`config.mk`:
```
export PLATFORM = sky130hd
export DESIGN_NAME = serial_status_flags
export DESIGN_NICKNAME = d
export VERILOG_FILES = /design/src/hdl/serial_status_pkg.sv /design/src/hdl/idle_line_detector.sv /design/src/hdl/serial_status_flags.sv /design/src/hdl/status_flag_cell.sv
export SDC_FILE = /design/constraint.sdc
export NUM_CORES = 1
export LEC_CHECK = 0
export BUFFER_PORTS_ARGS = -buffer_cell sky130_fd_sc_hd__clkbuf_2
export CAP_MARGIN = 0
export CORE_UTILIZATION = 43
export DETAILED_ROUTE_END_ITERATION = 7
export PLACE_DENSITY = 0.75
export SLEW_MARGIN = 40
export SYNTH_ARGS = -nofsm -noshare
export SYNTH_HDL_FRONTEND = slang
export SYNTH_HIERARCHICAL = 1
export SYNTH_SLANG_ARGS = --single-unit
```
`constraint.sdc`:
```
create_clock -name sys_clk -period 2.55 [get_ports sys_clk]
set_input_delay 0.51 -clock sys_clk [delete_from_list [all_inputs] [get_ports sys_clk]]
set_output_delay 0.51 -clock sys_clk [all_outputs]
set_load 0.02 [all_outputs]
```
`src/hdl/serial_status_pkg.sv`:
```
// Constants, types and register map of the serial status flag block
package serial_status_pkg;

  // ==========================================================================
  // Widths
  localparam int ADDR_W    = 16;
  localparam int DATA_W    = 8;
  localparam int NUM_FLAGS = 4;
  localparam int IDLE_CNT_W = 4;

  // ==========================================================================
  // Register byte addresses
  localparam logic [ADDR_W-1:0] CTRL_TWO_ADDR  = 16'h3080;
  localparam logic [ADDR_W-1:0] STATUS_ADDR    = 16'h3084;
  localparam logic [ADDR_W-1:0] DATA_ADDR      = 16'h3088;
  localparam logic [ADDR_W-1:0] IRQ_STAT_ADDR  = 16'h308C;
  localparam logic [ADDR_W-1:0] IRQ_MASK_ADDR  = 16'h3090;
  localparam logic [ADDR_W-1:0] CONFIG_ADDR    = 16'h3094;

  // ==========================================================================
  // Flag indices inside the flag vector; status bit = index + FLAG_LSB
  localparam int FLAG_IDLE = 0;
  localparam int FLAG_RXF  = 1;
  localparam int FLAG_TC   = 2;
  localparam int FLAG_TXE  = 3;
  localparam int FLAG_LSB  = 4;
  localparam logic [NUM_FLAGS-1:0] FLAGS_RESET = 4'hC;
  localparam logic [FLAG_LSB-1:0]  STATUS_LOW_ZERO = 4'h0;

  // ==========================================================================
  // Control two and config fields
  localparam int CTRL_SBK_BIT = 0;
  localparam int CTRL_TE_BIT  = 3;
  localparam int CFG_ILT_BIT  = 0;
  localparam int CFG_LONG_BIT = 1;

  // ==========================================================================
  // Idle threshold in bit times
  localparam logic [IDLE_CNT_W-1:0] IDLE_BITS_SHORT = 4'hA;
  localparam logic [IDLE_CNT_W-1:0] IDLE_BITS_LONG  = 4'hB;
  localparam logic [IDLE_CNT_W-1:0] IDLE_CNT_ONE    = 4'h1;
  localparam logic [IDLE_CNT_W-1:0] IDLE_CNT_ZERO   = 4'h0;

  localparam logic [DATA_W-1:0] DATA_ZERO = 8'h00;

  // ==========================================================================
  // Types
  typedef enum logic [1:0] {
    IDLE_OFF,
    IDLE_COUNT,
    IDLE_DONE
  } idle_state_t;

  typedef struct packed {
    logic [ADDR_W-1:0] addr;
    logic [DATA_W-1:0] wdata;
    logic              wr;
    logic              rd;
  } reg_req_t;

  typedef struct packed {
    logic bit_tick;
    logic line;
    logic start_bit;
    logic stop_done;
  } rx_timing_t;

endpackage : serial_status_pkg

```
`src/hdl/idle_line_detector.sv`:
```
// Idle line detector counting high bit times on the receive line
`timescale 1ns/10ps
`default_nettype none
module idle_line_detector (
  input  wire logic                             sys_clk,    // Clock
  input  wire logic                             rst,        // Async reset
  input  wire serial_status_pkg::rx_timing_t    rx_tim,     // Bit timing
  input  wire logic                             after_stop, // Count select
  input  wire logic                             long_char,  // Char length
  output var  logic                             idle_seen   // Idle pulse
);
  import serial_status_pkg::*;

  idle_state_t             state_ff;
  idle_state_t             nxt_state;
  logic [IDLE_CNT_W-1:0]   cnt_ff;
  logic [IDLE_CNT_W-1:0]   nxt_cnt;
  logic [IDLE_CNT_W-1:0]   threshold;
  logic                    high_tick;
  logic                    reached;

  assign threshold = long_char ? IDLE_BITS_LONG : IDLE_BITS_SHORT;
  assign high_tick = rx_tim.bit_tick & rx_tim.line;
  assign reached   = high_tick
                     & ((cnt_ff + IDLE_CNT_ONE) == threshold);
  assign idle_seen = (state_ff == IDLE_COUNT) & reached;

  always_comb begin
    nxt_state = state_ff;
    nxt_cnt   = cnt_ff;
    case (state_ff)
      IDLE_COUNT: begin
        if (reached) begin
          nxt_state = IDLE_DONE;
        end else if (high_tick) begin
          nxt_cnt = cnt_ff + IDLE_CNT_ONE;
        end else if (rx_tim.bit_tick) begin
          nxt_cnt = IDLE_CNT_ZERO;
        end
      end
      default: begin
      end
    endcase
    // Start bit restarts the count unless it must wait for stop bits
    if (rx_tim.start_bit) begin
      nxt_cnt   = IDLE_CNT_ZERO;
      nxt_state = after_stop ? IDLE_OFF : IDLE_COUNT;
    end else if (rx_tim.stop_done && after_stop
                 && state_ff == IDLE_OFF) begin
      nxt_cnt   = IDLE_CNT_ZERO;
      nxt_state = IDLE_COUNT;
    end
  end

  always_ff @(posedge sys_clk or posedge rst) begin
    if (rst) begin
      state_ff <= IDLE_OFF;
      cnt_ff   <= IDLE_CNT_ZERO;
    end else begin
      state_ff <= nxt_state;
      cnt_ff   <= nxt_cnt;
    end
  end

endmodule : idle_line_detector
`default_nettype wire

```
`src/hdl/serial_status_flags.sv`:
```
// Status flags, data buffers and interrupt logic of the serial port
//
// Chosen here: the strobed register port.
`timescale 1ns/10ps
`default_nettype none
module serial_status_flags (
  input  wire logic                          sys_clk,        // Clock
  input  wire logic                          rst,            // Async reset
  input  wire serial_status_pkg::reg_req_t   reg_req,        // Register req
  output var  logic [7:0]                    rd_data,        // Read data
  output var  logic                          irq,            // Interrupt
  output var  logic [7:0]                    tx_data,        // Tx buffer
  output var  logic                          tx_buf_full,    // Tx buf loaded
  input  wire logic                          tx_load,        // Shifter took
  input  wire logic                          tx_active,      // Shifting
  output var  logic                          tx_enable,      // Tx enable
  output var  logic                          preamble_queue, // Preamble req
  output var  logic                          break_request,  // Break level
  input  wire logic                          rx_char_valid,  // Char arrived
  input  wire logic [7:0]                    rx_char,        // Char value
  input  wire serial_status_pkg::rx_timing_t rx_tim          // Rx timing
);
  import serial_status_pkg::*;

  // ==========================================================================
  // Address decode
  logic sel_ctrl;
  logic sel_status;
  logic sel_data;
  logic sel_istat;
  logic sel_imask;
  logic sel_cfg;
  logic status_rd;
  logic data_wr;
  logic data_rd;
  logic ctrl_wr;
  logic istat_wr;
  logic imask_wr;
  logic cfg_wr;

  assign sel_ctrl   = reg_req.addr == CTRL_TWO_ADDR;
  assign sel_status = reg_req.addr == STATUS_ADDR;
  assign sel_data   = reg_req.addr == DATA_ADDR;
  assign sel_istat  = reg_req.addr == IRQ_STAT_ADDR;
  assign sel_imask  = reg_req.addr == IRQ_MASK_ADDR;
  assign sel_cfg    = reg_req.addr == CONFIG_ADDR;

  assign status_rd = reg_req.rd & sel_status;
  assign data_wr   = reg_req.wr & sel_data;
  assign data_rd   = reg_req.rd & sel_data;
  assign ctrl_wr   = reg_req.wr & sel_ctrl;
  assign istat_wr  = reg_req.wr & sel_istat;
  assign imask_wr  = reg_req.wr & sel_imask;
  assign cfg_wr    = reg_req.wr & sel_cfg;
  // A write to the status address decodes to nothing

  // ==========================================================================
  // Control, config and data storage
  logic             te_ff;
  logic             sbk_ff;
  logic             ilt_ff;
  logic             long_ff;
  logic [7:0]       tx_data_ff;
  logic [7:0]       rx_data_ff;
  logic             tx_full_ff;
  logic             tx_pend_ff;
  logic             preamble_ff;
  logic             te_rise;
  logic             sbk_wr;
  logic             nxt_te;
  logic             nxt_sbk;
  logic             nxt_tx_full;
  logic             nxt_tx_pend;

  assign nxt_te  = ctrl_wr ? reg_req.wdata[CTRL_TE_BIT] : te_ff;
  assign nxt_sbk = ctrl_wr ? reg_req.wdata[CTRL_SBK_BIT] : sbk_ff;
  // Enable going 0 to 1 queues a preamble
  assign te_rise = ctrl_wr & reg_req.wdata[CTRL_TE_BIT] & ~te_ff;
  assign sbk_wr  = ctrl_wr & reg_req.wdata[CTRL_SBK_BIT];

  // Buffer holds a value from data write until the shifter takes it
  assign nxt_tx_full = data_wr | (tx_full_ff & ~tx_load);
  // Queued preamble or break keeps complete low until shifting begins
  assign nxt_tx_pend = te_rise | sbk_wr | (tx_pend_ff & ~tx_active);

  always_ff @(posedge sys_clk or posedge rst) begin
    if (rst) begin
      te_ff      <= 1'b0;
      sbk_ff     <= 1'b0;
      tx_full_ff <= 1'b0;
      tx_pend_ff <= 1'b0;
    end else begin
      te_ff      <= nxt_te;
      sbk_ff     <= nxt_sbk;
      tx_full_ff <= nxt_tx_full;
      tx_pend_ff <= nxt_tx_pend;
    end
  end

  always_ff @(posedge sys_clk or posedge rst) begin
    if (rst) begin
      ilt_ff  <= 1'b0;
      long_ff <= 1'b0;
    end else if (cfg_wr) begin
      ilt_ff  <= reg_req.wdata[CFG_ILT_BIT];
      long_ff <= reg_req.wdata[CFG_LONG_BIT];
    end
  end

  always_ff @(posedge sys_clk or posedge rst) begin
    if (rst) begin
      tx_data_ff <= DATA_ZERO;
    end else if (data_wr) begin
      tx_data_ff <= reg_req.wdata;
    end
  end

  always_ff @(posedge sys_clk or posedge rst) begin
    if (rst) begin
      rx_data_ff <= DATA_ZERO;
    end else if (rx_char_valid) begin
      rx_data_ff <= rx_char;
    end
  end

  always_ff @(posedge sys_clk or posedge rst) begin
    if (rst) begin
      preamble_ff <= 1'b0;
    end else begin
      preamble_ff <= te_rise;
    end
  end

  assign tx_data        = tx_data_ff;
  assign tx_buf_full    = tx_full_ff;
  assign tx_enable      = te_ff;
  assign preamble_queue = preamble_ff;
  assign break_request  = sbk_ff;

  // ==========================================================================
  // Idle line detection
  logic idle_pulse;
  logic idle_arm_ff;
  logic nxt_idle_arm;

  idle_line_detector u_idle (
    .sys_clk    (sys_clk),
    .rst        (rst),
    .rx_tim     (rx_tim),
    .after_stop (ilt_ff),
    .long_char  (long_ff),
    .idle_seen  (idle_pulse)
  );

  // Re-armed only by a newly received character
  assign nxt_idle_arm = rx_char_valid | (idle_arm_ff & ~idle_pulse);

  always_ff @(posedge sys_clk or posedge rst) begin
    if (rst) begin
      idle_arm_ff <= 1'b0;
    end else begin
      idle_arm_ff <= nxt_idle_arm;
    end
  end

  // ==========================================================================
  // Status flags
  logic [NUM_FLAGS-1:0] flags;
  logic [NUM_FLAGS-1:0] flag_set;
  logic [NUM_FLAGS-1:0] flag_clr;
  logic                 tx_idle;

  // Complete means buffer empty and nothing shifting or queued
  // Request in this cycle must not re-set the flag it clears
  assign tx_idle = flags[FLAG_TXE] & ~nxt_tx_full & ~tx_active
                   & ~nxt_tx_pend;

  assign flag_set[FLAG_TXE]  = tx_load;
  assign flag_set[FLAG_TC]   = tx_idle;
  assign flag_set[FLAG_RXF]  = rx_char_valid;
  assign flag_set[FLAG_IDLE] = idle_pulse & idle_arm_ff;

  assign flag_clr[FLAG_TXE]  = data_wr;
  assign flag_clr[FLAG_TC]   = data_wr | te_rise | sbk_wr;
  assign flag_clr[FLAG_RXF]  = data_rd;
  assign flag_clr[FLAG_IDLE] = data_rd;

  // Reset presets the two transmit flags
  generate
    for (genvar i = 0; i < NUM_FLAGS; i++) begin : g_flag
      status_flag_cell #(
        .RESET_VAL (FLAGS_RESET[i])
      ) u_cell (
        .sys_clk (sys_clk),
        .rst     (rst),
        .set_evt (flag_set[i]),
        .arm_evt (status_rd),
        .clr_evt (flag_clr[i]),
        .flag    (flags[i])
      );
    end
  endgenerate

  // ==========================================================================
  // Interrupt status and mask
  logic [NUM_FLAGS-1:0] flags_d_ff;
  logic [NUM_FLAGS-1:0] evt_ff;
  logic [NUM_FLAGS-1:0] mask_ff;
  logic [NUM_FLAGS-1:0] flag_rise;
  logic [NUM_FLAGS-1:0] nxt_evt;
  logic [NUM_FLAGS-1:0] evt_w1c;

  assign flag_rise = flags & ~flags_d_ff;
  assign evt_w1c   = istat_wr ? reg_req.wdata[NUM_FLAGS-1:0]
                              : {NUM_FLAGS{1'b0}};
  // New event wins over a write-one clear
  assign nxt_evt   = flag_rise | (evt_ff & ~evt_w1c);

  always_ff @(posedge sys_clk or posedge rst) begin
    if (rst) begin
      flags_d_ff <= FLAGS_RESET;
      evt_ff     <= {NUM_FLAGS{1'b0}};
    end else begin
      flags_d_ff <= flags;
      evt_ff     <= nxt_evt;
    end
  end

  always_ff @(posedge sys_clk or posedge rst) begin
    if (rst) begin
      mask_ff <= {NUM_FLAGS{1'b0}};
    end else if (imask_wr) begin
      mask_ff <= reg_req.wdata[NUM_FLAGS-1:0];
    end
  end

  assign irq = |(evt_ff & mask_ff);

  // ==========================================================================
  // Read path, data one cycle after the strobe
  logic [7:0] status_word;
  logic [7:0] ctrl_word;
  logic [7:0] cfg_word;
  logic [7:0] istat_word;
  logic [7:0] imask_word;
  logic [7:0] rd_mux;
  logic [7:0] rd_data_ff;
  logic [7:0] nxt_rd_data;

  // Low four status bits belong to flags outside this block
  assign status_word = {flags, STATUS_LOW_ZERO};

  always_comb begin
    ctrl_word               = DATA_ZERO;
    ctrl_word[CTRL_TE_BIT]  = te_ff;
    ctrl_word[CTRL_SBK_BIT] = sbk_ff;
    cfg_word                = DATA_ZERO;
    cfg_word[CFG_ILT_BIT]   = ilt_ff;
    cfg_word[CFG_LONG_BIT]  = long_ff;
  end

  assign istat_word = {{(DATA_W-NUM_FLAGS){1'b0}}, evt_ff};
  assign imask_word = {{(DATA_W-NUM_FLAGS){1'b0}}, mask_ff};

  assign rd_mux = sel_status ? status_word :
                  sel_data   ? rx_data_ff  :
                  sel_ctrl   ? ctrl_word   :
                  sel_cfg    ? cfg_word    :
                  sel_istat  ? istat_word  :
                  sel_imask  ? imask_word  : DATA_ZERO;

  // Read data stands only in the cycle after the strobe
  assign nxt_rd_data = reg_req.rd ? rd_mux : DATA_ZERO;

  always_ff @(posedge sys_clk or posedge rst) begin
    if (rst) begin
      rd_data_ff <= DATA_ZERO;
    end else begin
      rd_data_ff <= nxt_rd_data;
    end
  end

  assign rd_data = rd_data_ff;

endmodule : serial_status_flags
`default_nettype wire

```
`src/hdl/status_flag_cell.sv`:
```
// One status flag with read-armed clearing sequence
`timescale 1ns/10ps
`default_nettype none
module status_flag_cell #(
  parameter logic RESET_VAL = 1'b0
) (
  input  wire logic sys_clk,   // Clock
  input  wire logic rst,       // Async reset, high
  input  wire logic set_evt,   // Hardware set
  input  wire logic arm_evt,   // Status register read
  input  wire logic clr_evt,   // Second access of the sequence
  output var  logic flag       // Flag value
);

  logic flag_ff;
  logic armed_ff;
  logic nxt_flag;
  logic nxt_armed;
  logic do_clear;

  // Clear only if armed by a read that saw the flag set
  assign do_clear  = clr_evt & armed_ff;
  // Set wins over a simultaneous clear
  assign nxt_flag  = set_evt | (flag_ff & ~do_clear);
  assign nxt_armed = arm_evt ? flag_ff : (armed_ff & ~clr_evt);
  assign flag      = flag_ff;

  always_ff @(posedge sys_clk or posedge rst) begin
    if (rst) begin
      flag_ff  <= RESET_VAL;
      armed_ff <= 1'b0;
    end else begin
      flag_ff  <= nxt_flag;
      armed_ff <= nxt_armed;
    end
  end

endmodule : status_flag_cell
`default_nettype wire

```
[Word-level counts from Yosys, hierarchy flattened]
Index checks and enable logic that the tools add are counted.
Operators by class
  div/mod/pow operators: 0
  order comparisons: 0
  bitwise operators: 61
  eq/ne operators: 9
  add/subtract/negate cells: 1
  muxes and demuxes: 24
  multipliers: 0
  shift operators: 0
  reductions and logical operators: 9
Operators with widths (count)
  == test 16 x 14 -> 1 bit, second input constant: 6
  2-to-1 mux 4 bit: 11
  bitwise AND 1 bit: 32
  2-to-1 mux 8 bit: 3
  inverter 1 bit: 13
  bitwise AND 4 bit: 3
  OR 1 bit: 10
  2-to-1 mux 2 bit: 4
  inverter 4 bit: 2
  2-to-1 mux 1 bit: 6
  nonzero test 3 bit: 2
  adder 4 x 1 -> 4 bit, second input constant: 1
  == test 4 bit: 1
  OR 4 bit: 1
  nonzero test 4 bit: 1
  OR reduction 4 bit: 1
  inequality test 3 bit, second input constant: 1
  AND reduction 3 bit: 1
  == test 2 x 1 -> 1 bit, second input constant: 1
  logical AND 1 bit: 2
  zero test 2 bit: 1
  AND reduction 2 bit: 1
Word-level totals
  memories kept: 0
  register bits after elaboration: 58
  bits in writable memories: 0
  memory bits (read-only): 0
  output and inout port bits: 21
  latch bits: 0

[Depth between registers and ports, before layout]
  depth after elaboration: 10
  depth in mapped cells: 7
  gate-level depth less buffers: 7

[Hierarchy]
Netlist, hierarchy kept.
By module, submodules not included
  serial_status_flags: sequential area each 1103.6 µm², cells each 163, times used 1, area an instance 2078.2 µm²
  idle_line_detector: sequential area each 150.1 µm², cells each 43, times used 1, area an instance 410.4 µm²
  status_flag_cell at g_flag[2].u_cell ...: sequential area each 51.3 µm², cells each 8, times used 2, area an instance 85.1 µm²
  status_flag_cell at g_flag[0].u_cell ...: sequential area each 50.0 µm², cells each 8, times used 2, area an instance 83.8 µm²

[Worst setup path after synthesis]
Ideal clock, no wire load.
  path kind: input to register
  start: in reg_req[25] in the netlist's numbering
  end: reg g_flag[0].u_cell.armed_ff
  buffers on the path: 1
  setup slack: 0.276 ns
  library setup time: 0.074 ns
  data arrival time: 2.200 ns
  data required time: 2.476 ns
  stages on the path: 7
  cells stage by stage: or4_4 -> buf_6 -> nor3_4 -> nand2_1 -> nor2_1 -> nand2_1 -> o21ai_2
Between the ends
  elaborated cells between the ends (all ways): 7
  those cells by class: eq/ne: 2; mux: 1; bitwise: 4
RTL lines
  start: declaration: RTL line serial_status_flags.sv:9  | input wire serial_status_pkg::reg_req_t reg_req,
  == test 16 x 14 -> 1 bit: RTL line serial_status_flags.sv:42  | assign sel_status = reg_req.addr == STATUS_ADDR;
  bitwise AND 1 bit: RTL line serial_status_flags.sv:48  | assign status_rd = reg_req.rd & sel_status;
  via status_rd: RTL line serial_status_flags.sv:33  | logic status_rd;
  2-to-1 mux 1 bit: RTL line status_flag_cell.sv:25  | assign nxt_armed = arm_evt ? flag_ff : (armed_ff & ~clr_evt);
  via g_flag[0].u_cell.nxt_armed: RTL line status_flag_cell.sv:18  | logic nxt_armed;
  end signal: assignment: RTL line status_flag_cell.sv:34  | armed_ff <= nxt_armed;
  end: declaration: RTL line status_flag_cell.sv:16  | logic armed_ff;
The timed path passes the listed nets, and every way through them passes these cells.
A chain may end at the register's enable or synchronous reset.

[Worst setup path after layout]
  start: in reg_req[25] in the netlist's numbering
  end: reg mask_ff[1]
Between the ends
  longest elaborated chain between the ends: 2
RTL lines
  == test 16 x 14 -> 1 bit: RTL line serial_status_flags.sv:45  | assign sel_imask = reg_req.addr == IRQ_MASK_ADDR;
  bitwise AND 1 bit: RTL line serial_status_flags.sv:53  | assign imask_wr = reg_req.wr & sel_imask;
  end signal: assignment: RTL line serial_status_flags.sv:231  | mask_ff <= {NUM_FLAGS{1'b0}};
  end signal: assignment: RTL line serial_status_flags.sv:233  | mask_ff <= reg_req.wdata[NUM_FLAGS-1:0];
  end: declaration: RTL line serial_status_flags.sv:208  | logic [NUM_FLAGS-1:0] mask_ff;
Every way passes these cells.

==> results by group <==
Clock tree
  • Clk buf depth: 2
  • CTS Hold Bufs: 0
  • CTS Buf Count: 9
  • CTS tree: built
  • Clk slew on worst S/H paths: 0.07 ns
  • Post-CTS Resized: 0
  • Post-CTS Repair Setup Buffers: 0
  • Num Clock Sinks: a little under 60
  • Root Buffer: clkbuf_8
  • Htree depth: 3
  • Later-pin clock latency in the skew report: 0.34 ns

STA
  • Fin crit share: 75.17%
  • Worst setup margin: roughly 0.63 ns
  • Fmax: between 500 and 600 MHz
  • Clock Skew: between 0.007 and 0.008 ns
  • Relative slew margins: roughly two thirds
  • Setup_tns: 0 ns
  • # setup viols final: 0
  • Fin crit period: 1.917 ns
  • Unrepaired setup endpoints after global routing: no
  • Slew Limit Fails: 0
  • Least-Margin Pin Slew: just over 0.5 ns
  • Final Hold Fails: 0

GRT
  • Met2 GRT Util: roughly a third
  • GRT overflow: 0
  • Largest net degree at the start of global routing: 28
  • Via count of the first global-routing pass: around 2200
  • GR Util met3: roughly 4.7%
  • Global-route wire length before repair: 10570 µm
  • Total track usage: 19.79%
  • Met1 usage in global routing: about a quarter
  • Most crowded layer after global routing: met2
  • Initial antenna violation count: 0

Synthesis
  • Post-synth EDFFs: 0
  • Synth Instances: 238
  • Synth cell types: 60
  • Mapped Nets: between 200 and 300
  • Ys flop type: dfrtp_1
  • Synth top area cells: dfrtp_1 (48%), mux2_2 (6.0%), mux2_4 (4.2%)
  • Synthesized flop and latch total: 58
  • FFs w/ async S/R, synth: 100.0%
  • Synth Area per Inst: ~12 µm²
  • Yosys top cell by area: dfrtp_1
  • Post-synth top area share: 47.81%
  • Sequential-to-total area share from yosys stat: roughly 52%
  • Synth Cell Area: 2826 µm²
  • Synth Warn #: 6

Flow run
  • Max_cap viols: 0

Route
  • Via-to-Cell Ratio: 5.465
  • Post-DRT Antenna Nets: 0
  • DR pass1 iterations: 4
  • Via count: approximately 2200
  • Routed length per instance: 16.49 µm
  • Final WL: 6529 µm
  • Initial DRC count: 134
  • Post-route DRC violation count: 0

Critical path
  • Crit path DAT: 2.14 ns
  • Crit end category: flop
  • Worst-path maximum fanout: 6
  • Critical path class: in -> reg
  • Worst EP required: 2.77 ns
  • Startpoint type of the worst setup path: input port

Power
  • VDD IR max: slightly above 400 µV
  • Leak: 1.771 nW
  • Pwr dens: 607.5 nW/µm²

Place
  • Pre-CTS setup slack: ~0.28 ns
  • Port Buffers: 63
  • Post-Place Cell Area: 3263 µm²
  • RePlAce Congestion: 0.8235
  • Hpwl dp: between 4000 and 5000 µm

Layout
  • P&R area growth vs syn: 23.95%
  • ANT cells: 0
  • Share of post-route cells with drive strength above 1: 42.32%
  • Design area: 3503 µm²
  • NumNets Final: approximately 360

Floorplan
  • Die Ht: 83.08 µm
  • Initial Util: 44.51%
  • Die Footprint: 6901 µm²
  • CORE AREA: 6350 µm²
  • Die Width: 83.08 µm
  • I/O pin cnt: 64
  • Std cell rows: 29

Run status
  • Outcome: finished, final reports clean

Worst hold path
  • Hold Crit Class: in -> async
==> final timing paths <==
| kind | start | cells after the start | end | slack, ns |
|---|---|---|---|---|
| hold / removal | rst | 2 | g_flag[3].u_cell/armed_ff | 0.10 |
| min in group sys_clk | tx_load | 2 | g_flag[3].u_cell/flag | 0.37 |
| hold reg to reg | g_flag[2].u_cell/flag | 0 | flags_d_ff[2] | 0.40 |
| setup reg to reg | u_idle/cnt_ff[0] | 7 | idle_arm_ff | 0.67 |
| setup / recovery | reg_req[25] | 5 | mask_ff[1] | 0.63 |
| max in group asynchronous | rst | 3 | ilt_ff | 1.79 |
==> critical path, cell delays in order <==
cell and delay (ns):
clkbuf_2 0.08, or4_4 0.61, nor3_2 0.28, and2_1 0.29, mux2_2 0.36
==> power breakdown <==
group,internal [mW],switching (mW)
sequential,0.939,0.0148
clock,0.649,0.389
combinational,0.0605,0.0758
total,1.65,0.480
==> flip-flops by register name (all words and copies together), names as in the netlist <==
register	count
g_flag.u_cell/armed_ff	4
rd_data	8
long_ff	1
tx_data	8
preamble_queue	1
rx_data_ff	8
tx_enable	1
tx_buf_full	1
ilt_ff	1
u_idle/cnt_ff	4
tx_pend_ff	1
u_idle/state_ff	2
idle_arm_ff	1
flags_d_ff	4
mask_ff	4
break_request	1
g_flag.u_cell/flag	4
evt_ff	4
==> cell type report <==
type	instances	area, µm²
Tap cell	77	96.34
Multi-Input combinational cell	157	1274
Inverter	18	68.82
Sequential cell	58	1456
Fill cell	555	2846
Clock buffer	9	123.9
Timing Repair Buffer	70	367.9
Clock inverter	7	116.4
==> logic make-up after synthesis <==
family	share of synthesized area (%)
flip-flops	51.53
AND/OR/NAND/NOR	20.14
AO/OA/AOI/OAI	12.35
buffers and inverters	3.409
adder cells (fa/ha/maj)	0.4426
XOR/XNOR	1.195
multiplexers	10.93
==> cell usage after synthesis, types with 3 or more instances <==
cell and number:
nor2_1 8, o21ai_2 4, o21ai_0 3, a22o_1 5, and2_1 4, nand3_1 10
a21o_1 5, dfrtp_1 54, a21oi_1 5, nor3_1 6, mux2_2 15, inv_1 18
nand3b_1 4, dfstp_2 4, mux2_4 8, nand2_1 17, a22oi_1 7, nand2b_1 8
and3_1 4
==> cells in the final DEF, fill, tap and decap left out, types with 7 or more instances in the layout <==
cell,Yosys,final
nand2b_1,8,8
inv_1,18,17
nand3_1,10,10
dfrtp_1,54,54
buf_4,0,7
clkbuf_8,0,9
mux2_2,15,15
clkbuf_2,0,63
nand2_1,17,17
nor2_1,8,8
a22oi_1,7,7
mux2_4,8,8
==> metal layers <==
layer  vias up  wire (µm)
met5         -          0
met4         0         51
li1       1016          -
met2        64       3234
met1      1077       2920
met3         7        322
==> per-stage QoR <==
stage               cells  power [mW]  util [%]  hold slack, ns
floorplan             238       1.040         -          0.2505
global placement      380       1.104     51.37          0.3905
detailed placement    380       1.108     51.39          0.3894
CTS                   396       2.148     55.17         0.09255
global route          396       2.206     55.17          0.1086
finish                396       2.128     55.17          0.1045
No activity file was read; power rests on OpenSTA's default activity.
